`config.mk`:
```
export PLATFORM = sky130hd
export DESIGN_NAME = adm_mode_sequencer
export DESIGN_NICKNAME = d
export VERILOG_FILES = /design/src/adm_pkg.sv /design/src/adm_edge_sync.sv /design/src/adm_mode_sequencer.sv /design/src/adm_tick_div.sv
export VERILOG_INCLUDE_DIRS = /design/src
export SDC_FILE = /design/constraint.sdc
export NUM_CORES = 1
export LEC_CHECK = 0
export BUFFER_PORTS_ARGS = -buffer_cell sky130_fd_sc_hd__buf_2
export CORE_UTILIZATION = 38
export DETAILED_ROUTE_END_ITERATION = 7
export HOLD_SLACK_MARGIN = 0.12
export PLACE_DENSITY = 0.59
export SYNTH_ARGS = -nofsm -noshare
export SYNTH_HDL_FRONTEND = slang
export SYNTH_SLANG_ARGS = --single-unit
```
`constraint.sdc`:
```
create_clock -name SYS_CLK_IN -period 4.34 [get_ports SYS_CLK_IN]
set_clock_uncertainty 0.2 [all_clocks]
set_input_delay 0.217 -clock SYS_CLK_IN [delete_from_list [all_inputs] [get_ports SYS_CLK_IN]]
set_output_delay 0.217 -clock SYS_CLK_IN [all_outputs]
set_load 0.02 [all_outputs]
```
`src/adm_defines.svh`:
```
`ifndef ADM_DEFINES_SVH
`define ADM_DEFINES_SVH

// ----------------------------------------------------------------------
// timing counts, in converter clock ticks
// ----------------------------------------------------------------------
`define ADM_START_CYC 6'h01
`define ADM_ASSIST_CYC 6'h02
`define ADM_CONV_CYC 6'h28
`define ADM_GAP_CYC 6'h01
`define ADM_END_CYC 6'h02

// ----------------------------------------------------------------------
// slots and sweep groups
// ----------------------------------------------------------------------
`define ADM_ROT_LAST_SLOT 3'h7
`define ADM_SWEEP_LAST_WIDE 2'h3
`define ADM_SWEEP_LAST_NARROW 2'h1
`define ADM_HIGH_GROUP_BASE 4'h8

// ----------------------------------------------------------------------
// reset values
// ----------------------------------------------------------------------
`define ADM_SYNC_IDLE 1'b1

`endif

```
`src/adm_pkg.sv`:
```
package adm_pkg;

  typedef enum logic [1:0] {
    ADM_ONE_SHOT = 2'h0,
    ADM_REPEAT_QUIET = 2'h1,
    ADM_REPEAT_ROT = 2'h2,
    ADM_SWEEP = 2'h3
  } adm_mode_t;

  typedef enum logic [1:0] {
    ADM_TRIG_SOFT = 2'h0,
    ADM_TRIG_RSVD = 2'h1,
    ADM_TRIG_TIMER = 2'h2,
    ADM_TRIG_EXT = 2'h3
  } adm_trig_t;

  typedef enum logic [6:0] {
    S_IDLE = 7'h01,
    S_ARMED = 7'h02,
    S_START = 7'h04,
    S_ASSIST = 7'h08,
    S_CONV = 7'h10,
    S_GAP = 7'h20,
    S_END = 7'h40
  } adm_fsm_t;

  typedef struct packed {
    adm_mode_t mode;
    adm_trig_t trig;
    logic [2:0] channel_select;
    logic [1:0] group_select;
    logic sweep_width_bit;
    logic extended_input_select;
    logic res_10bit;
    logic open_detect_enable;
    logic open_detect_polarity;
  } adm_cfg_t;

  typedef struct packed {
    logic we;
    logic [2:0] idx;
    logic [9:0] data;
  } adm_res_t;

  typedef struct packed {
    adm_fsm_t fsm;
    adm_cfg_t cfg;
    logic run;
    logic [5:0] cnt;
    logic [1:0] pos;
    logic [2:0] rot;
    logic [9:0] sample;
    adm_res_t res;
    logic irq;
    logic [3:0] ch;
    logic ref_sel;
    logic pre;
    logic dis;
    logic busy;
  } adm_seq_state_t;

  typedef struct packed {
    logic [7:0] cnt;
    logic tick;
  } adm_div_state_t;

  typedef struct packed {
    logic meta;
    logic sync;
    logic prev;
  } adm_sync_state_t;

endpackage

```
`src/adm_edge_sync.sv`:
```
`timescale 1ns/1ps
`include "adm_defines.svh"

// two-stage synchroniser with falling-edge pulse
module adm_edge_sync (
  input wire logic clk_in,
  input wire logic reset_in,
  input wire logic pin_in,
  output logic fall_out
);
  import adm_pkg::*;

  adm_sync_state_t st_ff, nxt_st;

  always_comb begin
    nxt_st.meta = pin_in;
    nxt_st.sync = st_ff.meta;
    nxt_st.prev = st_ff.sync;
  end

  // idle high so a released reset looks like a falling edge only if the pin is still low
  always_ff @(posedge clk_in) begin
    if (reset_in) begin
      st_ff <= {3{`ADM_SYNC_IDLE}};
    end else begin
      st_ff <= nxt_st;
    end
  end

  assign fall_out = st_ff.prev & ~st_ff.sync;
endmodule

```
`src/adm_mode_sequencer.sv`:
```
`timescale 1ns/1ps
`include "adm_defines.svh"

// Overview of operation
// open-circuit assist on: precharge or discharge before each conversion
// software enables the assist first, then picks its polarity
// single conversion mode converts one chosen input exactly once
// single-channel input comes from channel and group selects, or reference
// every mode supports 8-bit and 10-bit results
// software, compare timer and external trigger can start every mode
// trigger field: 00 software, 10 compare timer, 11 external falling edge
// one-shot with software trigger clears the run flag at completion
// single conversion raises the interrupt request at completion
// repeating modes run until software writes 0 to the run flag
// quiet repeat mode converts continuously and never interrupts
// single-channel results go to a fixed slot per input
// rotating repeat mode fills slots 0 to 7, then wraps
// rotating repeat interrupts on each slot 7 write and keeps going
// sweep mode converts channel pair 0-1, pair 8-9 or quad 8-11
// sweep mode clears the run flag after the whole group
// sweep mode interrupts only after the last input
// sweep results go to slots 0 to 3 by position
// clearing the run flag mid-conversion gives no interrupt
// sweep converts upward with a gap between channels
module adm_mode_sequencer #(
  parameter int AD_DIV = 1
) (
  input wire logic SYS_CLK_IN,
  input wire logic RESET_IN,
  input wire adm_pkg::adm_cfg_t CFG_IN,
  input wire logic RUN_WR_IN,
  input wire logic RUN_WR_DATA_IN,
  input wire logic TIMER_MATCH_IN,
  input wire logic EXT_TRIG_IN,
  input wire logic [9:0] CONV_DATA_IN,
  output logic RUN_FLAG_OUT,
  output logic IRQ_OUT,
  output adm_pkg::adm_res_t RES_OUT,
  output logic [3:0] SEL_CH_OUT,
  output logic SEL_REF_OUT,
  output logic PRECHARGE_OUT,
  output logic DISCHARGE_OUT,
  output logic CONVERTING_OUT
);
  import adm_pkg::*;

  // --------------------------------------------------------------------
  // helpers
  // --------------------------------------------------------------------
  adm_seq_state_t st_ff, nxt_st;
  logic ad_tick;
  logic ext_fall;
  logic sw_set;
  logic sw_clr;
  logic hw_trig;
  logic step_done;
  logic last_pos;
  logic [1:0] last_idx;
  logic [4:0] cur_sel;
  logic [4:0] nxt_sel;
  logic [2:0] cur_slot;
  adm_fsm_t entry_fsm;
  logic [5:0] entry_cnt;

  adm_tick_div #(.DIV(AD_DIV)) u_div (
    .clk_in(SYS_CLK_IN),
    .reset_in(RESET_IN),
    .tick_out(ad_tick)
  );

  adm_edge_sync u_ext (
    .clk_in(SYS_CLK_IN),
    .reset_in(RESET_IN),
    .pin_in(EXT_TRIG_IN),
    .fall_out(ext_fall)
  );

  // returns {reference, channel}
  function automatic logic [4:0] chan_of(input adm_cfg_t c,
                                         input logic [1:0] p);
    logic [3:0] base;
    base = 4'h0;
    if (c.mode == ADM_SWEEP) begin
      // group choice
      base = (c.sweep_width_bit || c.group_select != 2'h0) ?
             `ADM_HIGH_GROUP_BASE : 4'h0;
      chan_of = {1'b0, base + {2'h0, p}};
    end else if (c.extended_input_select) begin
      chan_of = 5'h10;
    end else begin
      // group select picks the upper bank
      chan_of = {1'b0, c.group_select[0], c.channel_select};
    end
  endfunction

  // slot per single-channel input
  function automatic logic [2:0] slot_of(input logic [4:0] s);
    logic [2:0] slot;
    slot = 3'h0;
    if (!s[4]) begin
      unique case (s[3:0])
        4'h1, 4'h9: slot = 3'h1;
        4'ha: slot = 3'h2;
        4'hb: slot = 3'h3;
        4'h5: slot = 3'h5;
        4'h6: slot = 3'h6;
        default: slot = 3'h0;
      endcase
    end
    slot_of = slot;
  endfunction

  // 8-bit results keep the upper bits, right aligned
  function automatic logic [9:0] fit(input logic res10, input logic [9:0] d);
    fit = res10 ? d : {2'h0, d[9:2]};
  endfunction

  // --------------------------------------------------------------------
  // trigger and step decode
  // --------------------------------------------------------------------
  assign sw_set = RUN_WR_IN & RUN_WR_DATA_IN;
  assign sw_clr = RUN_WR_IN & ~RUN_WR_DATA_IN;
  // hardware start sources, decoded by trigger field
  assign hw_trig = (st_ff.cfg.trig == ADM_TRIG_TIMER && TIMER_MATCH_IN) ||
                   (st_ff.cfg.trig == ADM_TRIG_EXT && ext_fall);
  assign step_done = ad_tick && st_ff.cnt == 6'h00;
  assign last_idx = st_ff.cfg.sweep_width_bit ? `ADM_SWEEP_LAST_WIDE :
                    `ADM_SWEEP_LAST_NARROW;
  assign last_pos = st_ff.pos == last_idx;
  assign cur_sel = chan_of(st_ff.cfg, st_ff.pos);
  // sweep slot follows position
  assign cur_slot = (st_ff.cfg.mode == ADM_SWEEP) ? {1'b0, st_ff.pos} :
                    slot_of(cur_sel);
  // assist phase precedes every conversion when enabled
  assign entry_fsm = st_ff.cfg.open_detect_enable ? S_ASSIST : S_CONV;
  assign entry_cnt = st_ff.cfg.open_detect_enable ?
                     `ADM_ASSIST_CYC - 6'h01 : `ADM_CONV_CYC - 6'h01;

  // --------------------------------------------------------------------
  // sequencer
  // --------------------------------------------------------------------
  always_comb begin
    nxt_st = st_ff;
    nxt_st.res.we = 1'b0;
    nxt_st.irq = 1'b0;
    nxt_sel = 5'h00;
    if (ad_tick && st_ff.cnt != 6'h00) begin
      nxt_st.cnt = st_ff.cnt - 6'h01;
    end
    unique case (st_ff.fsm)
      S_IDLE: begin
        // settings are frozen for the whole run
        if (sw_set) begin
          nxt_st.run = 1'b1;
          nxt_st.cfg = CFG_IN;
          nxt_st.rot = 3'h0;
          nxt_st.pos = 2'h0;
          nxt_st.cnt = `ADM_START_CYC - 6'h01;
          // software and reserved triggers start at once, timer and external arm
          nxt_st.fsm = (CFG_IN.trig == ADM_TRIG_TIMER ||
                        CFG_IN.trig == ADM_TRIG_EXT) ? S_ARMED : S_START;
        end
      end
      S_ARMED: begin
        // wait for the selected hardware event
        if (hw_trig) begin
          nxt_st.fsm = S_START;
          nxt_st.cnt = `ADM_START_CYC - 6'h01;
        end
      end
      S_START, S_GAP: begin
        if (step_done) begin
          nxt_st.fsm = entry_fsm;
          nxt_st.cnt = entry_cnt;
        end
      end
      S_ASSIST: begin
        if (step_done) begin
          nxt_st.fsm = S_CONV;
          nxt_st.cnt = `ADM_CONV_CYC - 6'h01;
        end
      end
      S_CONV: begin
        if (step_done) begin
          nxt_st.sample = CONV_DATA_IN;
          if (st_ff.cfg.mode == ADM_ONE_SHOT ||
              (st_ff.cfg.mode == ADM_SWEEP && last_pos)) begin
            // single pass ends through the end phase
            nxt_st.fsm = S_END;
            nxt_st.cnt = `ADM_END_CYC - 6'h01;
          end else begin
            nxt_st.res.we = 1'b1;
            nxt_st.res.data = fit(st_ff.cfg.res_10bit, CONV_DATA_IN);
            nxt_st.res.idx = cur_slot;
            if (st_ff.cfg.mode == ADM_REPEAT_ROT) begin
              // rotate through slots, wrapping after 7
              nxt_st.res.idx = st_ff.rot;
              nxt_st.rot = st_ff.rot + 3'h1;
              // interrupt on the slot 7 write, keep running
              nxt_st.irq = st_ff.rot == `ADM_ROT_LAST_SLOT;
            end
            // next channel upward after the gap
            if (st_ff.cfg.mode == ADM_SWEEP) begin
              nxt_st.pos = st_ff.pos + 2'h1;
            end
            // repeat modes loop; only rotating repeat interrupts, on slot 7
            nxt_st.fsm = S_GAP;
            nxt_st.cnt = `ADM_GAP_CYC - 6'h01;
          end
        end
      end
      S_END: begin
        if (step_done) begin
          nxt_st.res.we = 1'b1;
          nxt_st.res.data = fit(st_ff.cfg.res_10bit, st_ff.sample);
          nxt_st.res.idx = cur_slot;
          // completion interrupt after the last input
          nxt_st.irq = 1'b1;
          nxt_st.pos = 2'h0;
          // self-clear; a same-cycle software set wins
          if ((st_ff.cfg.mode == ADM_SWEEP ||
               st_ff.cfg.trig == ADM_TRIG_SOFT ||
               st_ff.cfg.trig == ADM_TRIG_RSVD) && !sw_set) begin
            nxt_st.run = 1'b0;
            nxt_st.fsm = S_IDLE;
          end else if (st_ff.cfg.trig == ADM_TRIG_TIMER ||
                       st_ff.cfg.trig == ADM_TRIG_EXT) begin
            nxt_st.fsm = S_ARMED;
          end else begin
            nxt_st.fsm = S_START;
            nxt_st.cnt = `ADM_START_CYC - 6'h01;
          end
        end
      end
    endcase
    // software stop aborts silently from any phase
    if (sw_clr && st_ff.fsm != S_IDLE) begin
      nxt_st.fsm = S_IDLE;
      nxt_st.run = 1'b0;
      nxt_st.res.we = 1'b0;
      nxt_st.irq = 1'b0;
      nxt_st.pos = 2'h0;
    end
    // outputs track the next phase so they leave straight from flops
    nxt_sel = chan_of(nxt_st.cfg, nxt_st.pos);
    nxt_st.ch = nxt_sel[3:0];
    nxt_st.ref_sel = nxt_sel[4];
    // polarity picks the supply or ground level
    nxt_st.pre = nxt_st.fsm == S_ASSIST && nxt_st.cfg.open_detect_polarity;
    nxt_st.dis = nxt_st.fsm == S_ASSIST && !nxt_st.cfg.open_detect_polarity;
    nxt_st.busy = nxt_st.fsm == S_CONV;
  end

  always_ff @(posedge SYS_CLK_IN) begin
    if (RESET_IN) begin
      st_ff <= '0;
      st_ff.fsm <= S_IDLE;
    end else begin
      st_ff <= nxt_st;
    end
  end

  assign RUN_FLAG_OUT = st_ff.run;
  assign IRQ_OUT = st_ff.irq;
  assign RES_OUT = st_ff.res;
  assign SEL_CH_OUT = st_ff.ch;
  assign SEL_REF_OUT = st_ff.ref_sel;
  assign PRECHARGE_OUT = st_ff.pre;
  assign DISCHARGE_OUT = st_ff.dis;
  assign CONVERTING_OUT = st_ff.busy;
endmodule

```
`src/adm_tick_div.sv`:
```
`timescale 1ns/1ps
`include "adm_defines.svh"

// converter clock enable: one pulse every div system clocks
module adm_tick_div #(
  parameter int DIV = 1
) (
  input wire logic clk_in,
  input wire logic reset_in,
  output logic tick_out
);
  import adm_pkg::*;

  localparam logic [7:0] LAST = 8'(DIV - 1);

  adm_div_state_t st_ff, nxt_st;

  always_comb begin
    nxt_st = st_ff;
    nxt_st.tick = (st_ff.cnt == LAST);
    nxt_st.cnt = (st_ff.cnt == LAST) ? 8'h00 : st_ff.cnt + 8'h01;
  end

  always_ff @(posedge clk_in) begin
    if (reset_in) begin
      st_ff <= '0;
    end else begin
      st_ff <= nxt_st;
    end
  end

  assign tick_out = st_ff.tick;
endmodule

```
Word level (Yosys, flattened, before mapping):

Index checks and enable logic that the tools add are counted.

* flip-flop bits (word level): 78
* input port bits: 30
* output and inout bits: 24

* add/sub/neg operators: 6
* equality and inequality tests: 32
* muxes and demuxes: 50
* bitwise logic cells: 5
* reductions and logical operators: 39

Operator list (count)
* $mux 7: 8
* $mux 6: 7
* $pmux 7 s6: 1
* $mux 36: 1
* $pmux 6 s6: 1
* $mux 33: 1
* $mux 15: 2
* $pmux 15 s2: 1
* $mux 5: 5
* $mux 10: 2
* $mux 3: 6
* $pmux 3 s5: 1
* $eq 2x2->1 const B: 7
* $eq 7x4->1 const B: 2
* $eq 7x5->1 const B: 2
* $mux 14: 1
* $eq 4x4->1 const B: 3
* $mux 4: 3
* $ne 2x2->1 const B: 6
* $reduce_bool 2->1: 5
* $reduce_or 2->1: 5
* $logic_and 1x1->1: 9
* $mux 9: 1
* $add 4x2->4: 2
* 31 further kinds: 50

Longest topological paths before layout:

Gate-level depths: netlist (run 1).

* word-level depth: 17
* mapped depth: 9

Hierarchy:

A second synthesis (run 1) with hierarchy kept.

* cells, all modules: 525
* area total of the unflattened synthesis: 4149.0 sq um

By module, submodules not included
* adm_mode_sequencer: times used 1, cells an instance 475, area each 3679.8 sq um
* adm_tick_div: times used 1, cells an instance 43, area each 384.1 sq um
* adm_edge_sync: times used 1, cells an instance 7, area each 85.1 sq um

Worst setup path after synthesis (run 1):

Ideal clock, no wire load.

* kind: reg2reg
* start: register st_ff[61] (netlist bit)
* end: register st_ff, in the netlist SEL_CH_OUT[0]
* arrival time: 1789 ps
* data required time: 4019 ps
* setup slack: 2230 ps
* stages on the path, launching flop included: 8
* path buffers: 1
* cell sequence: dfxtp_1 buf_2 or4_1 nor3_1 o22ai_1 o21ai_1 a21oi_1 mux2_2

* longest elaborated chain between the ends: 5

Ends and longest elaborated chain
* from (decl): RTL line adm_mode_sequencer.sv:50 `adm_seq_state_t st_ff, nxt_st;`
* from (signal assigned): RTL line adm_mode_sequencer.sv:259 `st_ff <= nxt_st;`
* $eq 7x7->1 (tied with other cells): RTL line adm_mode_sequencer.sv:150 `unique case (st_ff.fsm)`
* $pmux 2 s3 / $logic_and 1x1->1 (equally long branches): RTL line adm_mode_sequencer.sv:150, adm_mode_sequencer.sv:237
* $mux 2: RTL line adm_mode_sequencer.sv:237 `if (sw_clr && st_ff.fsm != S_IDLE) begin`
* $add 4x2->4: RTL line adm_mode_sequencer.sv:87 `chan_of = {1'b0, base + {2'h0, p}};`
* $mux 4 *: RTL line adm_mode_sequencer.sv:83 `if (c.mode == ADM_SWEEP) begin`

Mark *: on every way between the ends. The rest lies on a longest branch, timed or not.
A chain may end at the register's enable or synchronous reset.

Worst setup path after layout (run 1):

* start: register st_ff[63] (netlist bit)
* end: register st_ff, in the netlist RES_OUT[11]

* longest elaborated chain between the ends: 3

Ends and longest elaborated chain (RTL line)
* $eq 7x5->1 / $eq 7x7->1 (equally long branches): adm_mode_sequencer.sv:150
* $ne 2x2->1 (no source line) / $reduce_bool 2->1 (equally long branches)
* $reduce_and 4->1 (no source line)

Several ways; a longest one is shown, not always the timed one.

==> impl_metrics.yaml, run 1 <==
layout:
  fin_cells: 671
  seq_area_um2: 1560
  postLayoutCoreUtil_pct: 46.7
  area_growth_syn_to_layout_pct: 16.9
  fin_nets: 568
  multiInputGateArea_um2: 2140
  diodes: 0
  fillers: 1022
  drive_above_1_share_pct: 16.4
placement:
  gp_congestion: 0.861
  pre_cts_ws_ps: 1300
  dp.final_hpwl_mm: 6.70
  portBuffers: 53
  dp.cells: 630
drt:
  wl_met2_mm: 4.58
  routed.top_layer: "met4"
  routed_wl_mm: 9.54
  num_vias: 3539
  postRouteAntennaNets: 0
  dr.pass1.iters: 5
  drtIter0Drc: 96
  drcViolationCount: 0
  post_drt_via_cell_ratio: 5.27
  wl_per_cell_um: 14.2
  wl_met1_mm: 4.40
  routed-wl-met3_um: 322
synthesis:
  yosysWarnings: 0
  syn_area_per_cell_um2: 8.20
  ys.flop_type: "dfxtp_1"
  seq_area_frac_synth_pct: 39.3
  async_flop_share_pct: 0
  synth-edff-count: 0
  synthCells: 485
  synth_fp_nets: 520
  ys_types: 62
  ys_seq_elements: 78
  syn_area_um2: 3980
power:
  p_leak_nw: 1.75
  irDropWorstVdd_v: 0.000183
  p_per_area_nw_per_um2: 372
clock_network:
  cts_sinks: 78
  htreeDepth: 3
  cts_tree: "yes"
  root_buffer: "clkbuf_8"
  max-clock-path-buffers: 2
  path_clk_slew_ps: 90
  clk-insertion-delay-late_ps: 350
  post_cts_buffers: 0
  cts_made_buffers: 9
  cts_resized: 0
die:
  io_pins: 54
  die_x_um: 104
  rows: 36
  fp.coreArea_um2: 9950
  dieArea_um2: 10900
  start_util_pct: 39.9
  die_h_um: 104
worst_setup_path:
  reg2reg_from: "st_ff[63]"
  startpoint_type: "flop"
  crit_required_ps: 4330
  crit_path_end_kind: "flop"
  arrival_ps: 3130
  crit_start: "st_ff[63]"
  worst-path-max-fanout: 15
  critPathKind: "reg -> reg"
timing:
  worst_slew_pin_slew_ps: 984
  max_freq_mhz: 318
  maxSlewViolCount: 0
  setup_viol: 0
  setup_tns_ps: 0
  setup_ws_ps: 1200
  rsz0062_at_grt: "no"
  hold_viol_final: 0
  timing.slew.headroom_pct: 34.3
  period_minus_slack_ps: 3140
  fin_crit_sh_pct: 72.4
global_route:
  grt_first_pass_wirelength_mm: 16.0
  overflow: 0
  grt_pass1_vias: 3402
  antenna_found_initial: 0
  grtUsageTotal_pct: 18.4
  grt_max_degree: 54
status:
  status: "complete, no violations"
min_path:
  min_from: "RUN_WR_DATA_IN"
  hold_class: "in -> reg"
job:
  cap_violations: 0
[sequential cells by signal, summed over array words and instances, names as in the netlist]
register	count
PRECHARGE_OUT	1
u_ext.nxt_st	2
u_div.tick_out	1
u_div.st_ff	8
RUN_FLAG_OUT	1
DISCHARGE_OUT	1
u_ext.st_ff	1
IRQ_OUT	1
SEL_CH_OUT	4
CONVERTING_OUT	1
st_ff	42
RES_OUT	14
SEL_REF_OUT	1
[metal layers]
layer  up-vias  track usage, %
met5         -               0
met4         0            8.37
met3        21            4.07
met2        65            31.2
met1      1654            21.9
li1       1799               -
[logic make-up after synthesis]
| logic type | synth area share (%) |
|---|---|
| mux | 6.61 |
| simple gates | 26.4 |
| compound gates | 15.8 |
| flops | 39.3 |
| buf+inv | 6.83 |
| xor+xnor | 3.52 |
| fa+ha+maj | 1.57 |
[cells in the final DEF (no fill, tap or decap), types with 5 or more instances in the layout]
cell | netlist | layout
a21oi_1 | 48 | 48
and2_1 | 5 | 5
buf_2 | 10 | 53
clkbuf_8 | 0 | 11
dfxtp_1 | 78 | 78
dlygate4sd3_1 | 0 | 25
ha_1 | 5 | 5
inv_1 | 8 | 8
mux2i_1 | 24 | 24
nand2_1 | 62 | 62
nand2b_1 | 5 | 5
nand3_1 | 12 | 12
nor2_1 | 51 | 51
nor3_1 | 12 | 12
nor3b_1 | 5 | 5
nor4_1 | 12 | 12
o21ai_0 | 7 | 7
o21ai_1 | 5 | 5
o22ai_1 | 10 | 10
or2_2 | 6 | 6
xnor2_1 | 8 | 8
xor2_1 | 8 | 8
[worst max-delay path, stage by stage (launching register included)]
cell	delay, ps
dfxtp_1	610
nor3b_1	500
nand4_1	560
nor2_1	420
nor2_1	280
a221oi_1	300
a221oi_1	110
[layout make-up]
cell class	count	share of cell area, %
Multi-Input combinational cell	356	46.1
Clock buffer	11	3.26
Timing Repair Buffer	80	11.4
Sequential cell	78	33.6
Clock inverter	5	1.37
Inverter	8	0.646
Tap cell	133	3.58
[repair_timing]
item | in CTS | in global routing
endpoints found under the setup margin | 0 | 0
endpoints found under the hold margin | 33 | 0
hold buffers | 25 | 0
[per-stage QoR]
step           hold WS [ps]  instance area [µm²]  power [mW]
5_1_grt                 158                 4650        1.83
3_3_place_gp            199                 4180        1.14
6_report                135                 4650        1.73
4_1_cts                 130                 4650        1.74
3_5_place_dp            202                 4180        1.14
2_1_floorplan           121                 3980        1.06
[cells in the mapped netlist (2+ instances only)]
master / number / share of area (%)
dfxtp_1: 78 / 39
nand2_1: 62 / 5.9
nor2_1: 51 / 4.8
a21oi_1: 48 / 6.0
mux2i_1: 24 / 6.0
buf_4: 18 / 3.4
clkbuf_1: 14 / 1.3
nand3_1: 12 / 1.5
nor3_1: 12 / 1.5
nor4_1: 12 / 1.9
buf_2: 10 / 1.3
o22ai_1: 10 / 1.6
inv_1: 8 / 0.76
xnor2_1: 8 / 1.8
xor2_1: 8 / 1.8
o21ai_0: 7 / 0.88
or2_2: 6 / 0.94
and2_1: 5 / 0.79
ha_1: 5 / 1.6
nand2b_1: 5 / 0.79
nor3b_1: 5 / 0.94
o21ai_1: 5 / 0.63
a211oi_1: 4 / 0.76
a22oi_1: 4 / 0.76
nand4b_1: 4 / 0.88
nor2b_1: 4 / 0.63
or3_1: 4 / 0.63
a221oi_1: 3 / 0.66
nand3b_1: 3 / 0.57
nand4_1: 3 / 0.47
o211ai_1: 3 / 0.57
o21a_1: 3 / 0.57
a22o_1: 2 / 0.44
and3_1: 2 / 0.31
and4_1: 2 / 0.44
mux2_2: 2 / 0.57
nor3_2: 2 / 0.50
nor4_2: 2 / 0.63
nor4b_1: 2 / 0.44
[report_power, final]
part,internal (mW),switching [mW]
Combinational,0.152,0.208
Sequential,0.750,0.0368
Clock,0.302,0.281
[final timing paths]
| check | to | slack [ps] | depth (start not counted) |
|---|---|---|---|
| worst max-delay path | RES_OUT[11] | 1200 | 6 |
| worst min-delay path | SEL_CH_OUT[1] | 140 | 4 |
| worst max register to register | RES_OUT[11] | 1200 | 6 |
| worst min register to register | u_ext.nxt_st[0] | 220 | 1 |
No activity file was read; power rests on OpenSTA's default activity.
==> run 2: changes to the inputs <==
==> constraint.sdc (replaced) <==
create_clock -name SYS_CLK_IN -period 3.25 [get_ports SYS_CLK_IN]
set_clock_uncertainty 0.2 [all_clocks]
set_input_delay 0.1625 -clock SYS_CLK_IN [delete_from_list [all_inputs] [get_ports SYS_CLK_IN]]
set_output_delay 0.1625 -clock SYS_CLK_IN [all_outputs]
set_load 0.02 [all_outputs]
==> impl_metrics.yaml, run 2 (synthesis gave the netlist of run 1 again) <==
status:
  status: "complete, no violations"
timing:
  period_minus_slack_ps: 2690
  fin_crit_sh_pct: 82.8
  rsz0062_at_grt: "no"
  setup_viol: 0
  setup_tns_ps: 0
  maxSlewViolCount: 0
  hold_viol_final: 0
  max_freq_mhz: 372
  worst_slew_pin_slew_ps: 975
  timing.slew.headroom_pct: 34.9
clock_network:
  clk-insertion-delay-late_ps: 360
  cts_resized: 0
  cts_tree: "yes"
  cts_made_buffers: 9
  cts_sinks: 78
  htreeDepth: 3
  root_buffer: "clkbuf_8"
  path_clk_slew_ps: 80
  max-clock-path-buffers: 2
placement:
  portBuffers: 53
  dp.cells: 635
  dp.final_hpwl_mm: 6.85
  gp_congestion: 0.870
  placed_cell_area_um2: 4220
job:
  cap_violations: 0
drt:
  num_vias: 3563
  drtIter0Drc: 198
  wl_per_cell_um: 14.3
  routed_wl_mm: 9.70
  post_drt_via_cell_ratio: 5.26
  dr.pass1.iters: 5
  postRouteAntennaNets: 0
  drcViolationCount: 0
worst_setup_path:
  reg2reg_from: "st_ff[63]"
  critPathKind: "reg -> reg"
  r2r_cells: 6
  crit_path_end_kind: "flop"
  crit_start: "st_ff[63]"
  r2r_slack_ps: 560
  crit_required_ps: 3310
  rr_endpoint: "RES_OUT[11]"
  worst-path-max-fanout: 13
  arrival_ps: 2750
  startpoint_type: "flop"
  crit_path_end: "RES_OUT[11]"
global_route:
  grtUsageTotal_pct: 18.6
  overflow: 0
  grt_pass1_vias: 3357
  grt_first_pass_wirelength_mm: 16.2
  grt_max_degree: 54
  antenna_found_initial: 0
die:
  die_x_um: 104
  start_util_pct: 39.9
  fp.coreArea_um2: 9950
  dieArea_um2: 10900
  rows: 36
  io_pins: 54
  die_h_um: 104
layout:
  area_growth_syn_to_layout_pct: 17.9
  fillers: 975
  final_cell_mix: "78 x dfxtp_1, 62 x nand2_1, 53 x buf_2, 51 x nor2_1, 48 x a21oi_1"
  final_design_area_no_fill_um2: 4690
  regMostFlops: "st_ff"
  fin_cells: 677
  largest_reg_flops: 42
  drive_above_1_share_pct: 16.7
  diodes: 0
  fin_nets: 575
  final_common_cell: "dfxtp_1"
min_path:
  hold_class: "in -> reg"
  min_path_cells: 3
power:
  p_leak_nw: 1.78
  irDropWorstVdd_v: 0.000229
  p_per_area_nw_per_um2: 486
  pwr-share-seq_pct: 46.3
  power.internal_mw: 1.60
  p_sw_share_pct: 29.6
  pwr-share-comb_pct: 21.0
  clkPwrFrac_pct: 32.7
  switchingPower_uw: 675
  power.total_mw: 2.28
[run 2: per-stage QoR]
stage	utilization [%]	worst slack, ps	hold WS [ps]
global placement	42.4	725	151
floorplan	-	1140	66.3
global route	47.1	279	225
finish	47.1	560	209
CTS	47.1	627	208
detailed placement	42.4	646	157
[run 2: layout make-up]
| type | count | area (µm²) | share of cell area [%] |
|---|---|---|---|
| Timing Repair Buffer | 87 | 588 | 12.5 |
| Clock buffer | 12 | 155 | 3.31 |
| Clock inverter | 3 | 43.8 | 0.934 |
| Multi-Input combinational cell | 356 | 2140 | 45.7 |
| Sequential cell | 78 | 1560 | 33.3 |
| Tap cell | 133 | 166 | 3.55 |
| Inverter | 8 | 30.0 | 0.641 |
[run 2: per-layer routing]
metal | up-vias | wire length (µm) | GRT usage [%]
met5 | - | 0 | 0
met4 | 0 | 176 | 6.33
met3 | 15 | 455 | 4.51
met2 | 88 | 4450 | 29.7
met1 | 1652 | 4620 | 24.3
li1 | 1808 | - | -
[run 2: timing repair]
| action | in CTS | in global routing |
|---|---|---|
| buffers inserted | 0 | 0 |
| hold buffers | 27 | 0 |
| endpoints found under the hold margin | 43 | 0 |
[run 2: critical path: stages, from the launching register on]
cell and delay (ps):
dfxtp_1 600, nor3b_1 540, nand4_1 210, buf_4 230
nor2_1 360, a221oi_1 150, a221oi_1 310
[run 2: power groups by stage]
stage / clock, mW / sequential, mW / combinational [mW]
global route: 0.817 / 1.06 / 0.527
detailed placement: 0 / 1.07 / 0.449
CTS: 0.767 / 1.05 / 0.477
floorplan: 0 / 1.06 / 0.365
global placement: 0 / 1.07 / 0.448
finish: 0.745 / 1.05 / 0.478
[run 2: how the worst min path moves through the flow]
| stage | startpoint | endpoint | slack [ps] |
|---|---|---|---|
| floorplan | EXT_TRIG_IN | u_ext.nxt_st[1] | 70 |
| global placement | EXT_TRIG_IN | u_ext.nxt_st[1] | 150 |
| detailed placement | EXT_TRIG_IN | u_ext.nxt_st[1] | 160 |
| CTS | RESET_IN | st_ff[37] | 210 |
| global route | RESET_IN | RES_OUT[6] | 220 |
| finish | RESET_IN | st_ff[37] | 210 |
==> run 3: changes to the inputs <==
--- a/config.mk
+++ b/config.mk
@@ -6,11 +6,12 @@
 export SDC_FILE = /design/constraint.sdc
 export NUM_CORES = 1
 export LEC_CHECK = 0
+export ABC_AREA = 1
 export BUFFER_PORTS_ARGS = -buffer_cell sky130_fd_sc_hd__buf_2
 export CORE_UTILIZATION = 38
 export DETAILED_ROUTE_END_ITERATION = 7
 export HOLD_SLACK_MARGIN = 0.12
-export PLACE_DENSITY = 0.59
+export PLACE_DENSITY = 0.58
 export SYNTH_ARGS = -nofsm -noshare
 export SYNTH_HDL_FRONTEND = slang
 export SYNTH_SLANG_ARGS = --single-unit
==> constraint.sdc (replaced) <==
create_clock -name SYS_CLK_IN -period 2.55 [get_ports SYS_CLK_IN]
set_clock_uncertainty 0.2 [all_clocks]
set_input_delay 0.1275 -clock SYS_CLK_IN [delete_from_list [all_inputs] [get_ports SYS_CLK_IN]]
set_output_delay 0.1275 -clock SYS_CLK_IN [all_outputs]
set_load 0.02 [all_outputs]
==> impl_metrics.yaml, run 3 <==
synthesis:
  seq_area_frac_synth_pct: 36.2
  async_flop_share_pct: 0
  yosysWarnings: 0
  ys_types: 42
  syn_area_per_cell_um2: 6.85
  synth_top_cell_area_share_pct: 36.2
  ys_seq_elements: 78
  yosysTopAreaCell: "dfxtp_1"
  synthCells: 630
  synth_fp_nets: 665
  post_synth_most_frequent_cells: "145 x nand2_1, 81 x inv_1, 78 x dfxtp_1, 72 x nor2_1, 50 x o21ai_0"
  synth.area.top_cells: "dfxtp_1 36%, nand2_1 13%, inv_1 7.0%"
  synth-edff-count: 0
  syn_area_um2: 4310
  yosys.cell_count.top_type: "nand2_1"
  ys.flop_type: "dfxtp_1"
drt:
  wl_per_cell_um: 12.7
  wl_met1_mm: 5.03
  drtIter0Drc: 244
  routed-wl-met3_um: 535
  num_vias: 4057
  routed.top_layer: "met4"
  drcViolationCount: 0
  post_drt_via_cell_ratio: 4.81
  dr.pass1.iters: 5
  postRouteAntennaNets: 0
  wl_met2_mm: 5.03
  routed_wl_mm: 10.7
layout:
  largest_reg_flops: 42
  diodes: 0
  final_design_area_no_fill_um2: 5210
  final_common_cell: "nand2_1"
  postLayoutCoreUtil_pct: 47.7
  final_cell_mix: "145 x nand2_1, 81 x inv_1, 78 x dfxtp_1, 72 x nor2_1, 53 x buf_2"
  fin_nets: 733
  area_growth_syn_to_layout_pct: 20.9
  regMostFlops: "st_ff"
  drive_above_1_share_pct: 18.8
worst_setup_path:
  reg2reg_from: "st_ff[64]"
  r2r_cells: 12
  arrival_ps: 2410
  worst-path-max-fanout: 12
  crit_start: "st_ff[64]"
  r2r_slack_ps: 170
  startpoint_type: "flop"
  crit_path_end_kind: "flop"
  crit_path_end: "DISCHARGE_OUT"
  crit_required_ps: 2580
  critPathKind: "reg -> reg"
  rr_endpoint: "DISCHARGE_OUT"
clock_network:
  max-clock-path-buffers: 2
  root_buffer: "clkbuf_16"
  cts_sinks: 78
  cts_made_buffers: 9
  path_clk_slew_ps: 60
  clk-insertion-delay-late_ps: 330
  cts_tree: "yes"
  htreeDepth: 3
placement:
  placed_cell_area_um2: 4580
  dp.final_hpwl_mm: 7.85
  portBuffers: 53
  gp_congestion: 0.927
global_route:
  grt_first_pass_wirelength_mm: 18.0
  overflow: 0
  grt_pass1_vias: 3860
  grt_max_degree: 39
  grtUsageTotal_pct: 19.6
  antenna_found_initial: 0
status:
  status: "complete, no violations"
die:
  io_pins: 54
  fp.coreArea_um2: 10900
  die_h_um: 109
  start_util_pct: 39.4
  dieArea_um2: 11800
  rows: 38
  die_x_um: 109
timing:
  timing.slew.headroom_pct: 70.5
  period_minus_slack_ps: 2380
  setup_viol: 0
  hold_viol_final: 0
  worst_slew_pin_slew_ps: 442
  max_freq_mhz: 420
  fin_crit_sh_pct: 93.4
  rsz0062_at_grt: "no"
  maxSlewViolCount: 0
  setup_tns_ps: 0
job:
  cap_violations: 0
min_path:
  hold_class: "in -> reg"
power:
  p_leak_nw: 2.41
  p_per_area_nw_per_um2: 712
  power.total_mw: 3.71
  irDropWorstVdd_v: 0.000430
-- run 3: final cells by class --
| class | count | area (µm²) |
|---|---|---|
| Tap cell | 140 | 175 |
| Inverter | 94 | 362 |
| Sequential cell | 78 | 1560 |
| Timing Repair Buffer | 89 | 613 |
| Multi-Input combinational cell | 426 | 2180 |
| Clock inverter | 4 | 70.1 |
| Clock buffer | 12 | 246 |
| Fill cell | 1152 | 5720 |
-- run 3: what timing repair did --
item / CTS / global route
hold buffers: 31 / 0
hold endpoints to repair: 48 / 0
buffers inserted: 0 / 0
gates resized for setup: 0 / 2
setup endpoints to repair: 0 / 1
-- run 3: report_power, final --
part	total (mW)	leakage (nW)	internal (mW)	switching [mW]
registers	1.37	0.633	1.30	0.0683
clock network	1.37	0.157	0.881	0.492
logic	0.968	1.62	0.346	0.622
total	3.71	2.41	2.53	1.18
-- run 3: through the flow --
step	hold WS, ps	setup WS (ps)	cells
after global routing	167	5.25	843
final	138	167	843
after global placement	113	416	796
after detailed placement	115	364	796
after CTS	121	187	843
after floorplan	31.3	677	630
-- run 3: cell families after synthesis --
| group | after synthesis | synth area share [%] |
|---|---|---|
| AND/OR/NAND/NOR | 309 | 34.6 |
| buffers and inverters | 126 | 13.1 |
| AO/OA/AOI/OAI | 107 | 13.6 |
| flip-flops | 78 | 36.2 |
| XOR/XNOR | 5 | 1.02 |
| adder cells (fa/ha/maj) | 5 | 1.45 |
-- run 3: how the worst min path moves through the flow --
stage | endpoint | cells after the start | slack (ps) | startpoint
5_1_grt | st_ff[36] | 6 | 170 | RUN_WR_IN
3_3_place_gp | u_ext.nxt_st[1] | 2 | 110 | EXT_TRIG_IN
4_1_cts | st_ff[36] | 6 | 120 | RUN_WR_IN
6_report | st_ff[36] | 6 | 140 | RUN_WR_IN
2_1_floorplan | u_ext.nxt_st[1] | 1 | 30 | EXT_TRIG_IN
3_5_place_dp | u_ext.nxt_st[1] | 2 | 120 | EXT_TRIG_IN
-- run 3: metal layers --
metal	track usage, %	vias to the layer above
li1	-	2121
met1	24.9	1805
met2	33.9	117
met3	3.68	14
met4	5.21	0
met5	0	-
-- run 3: critical path, cell delays in order, from the launching register on --
cell	delay [ps]
dfxtp_1	360
inv_2	100
nand2_2	70
nor2_4	130
nand4_4	190
nor2_4	170
buf_4	210
nand2_1	70
nand2_1	70
inv_1	50
nand2_1	50
dlygate4sd3_1	550
nor2_1	50
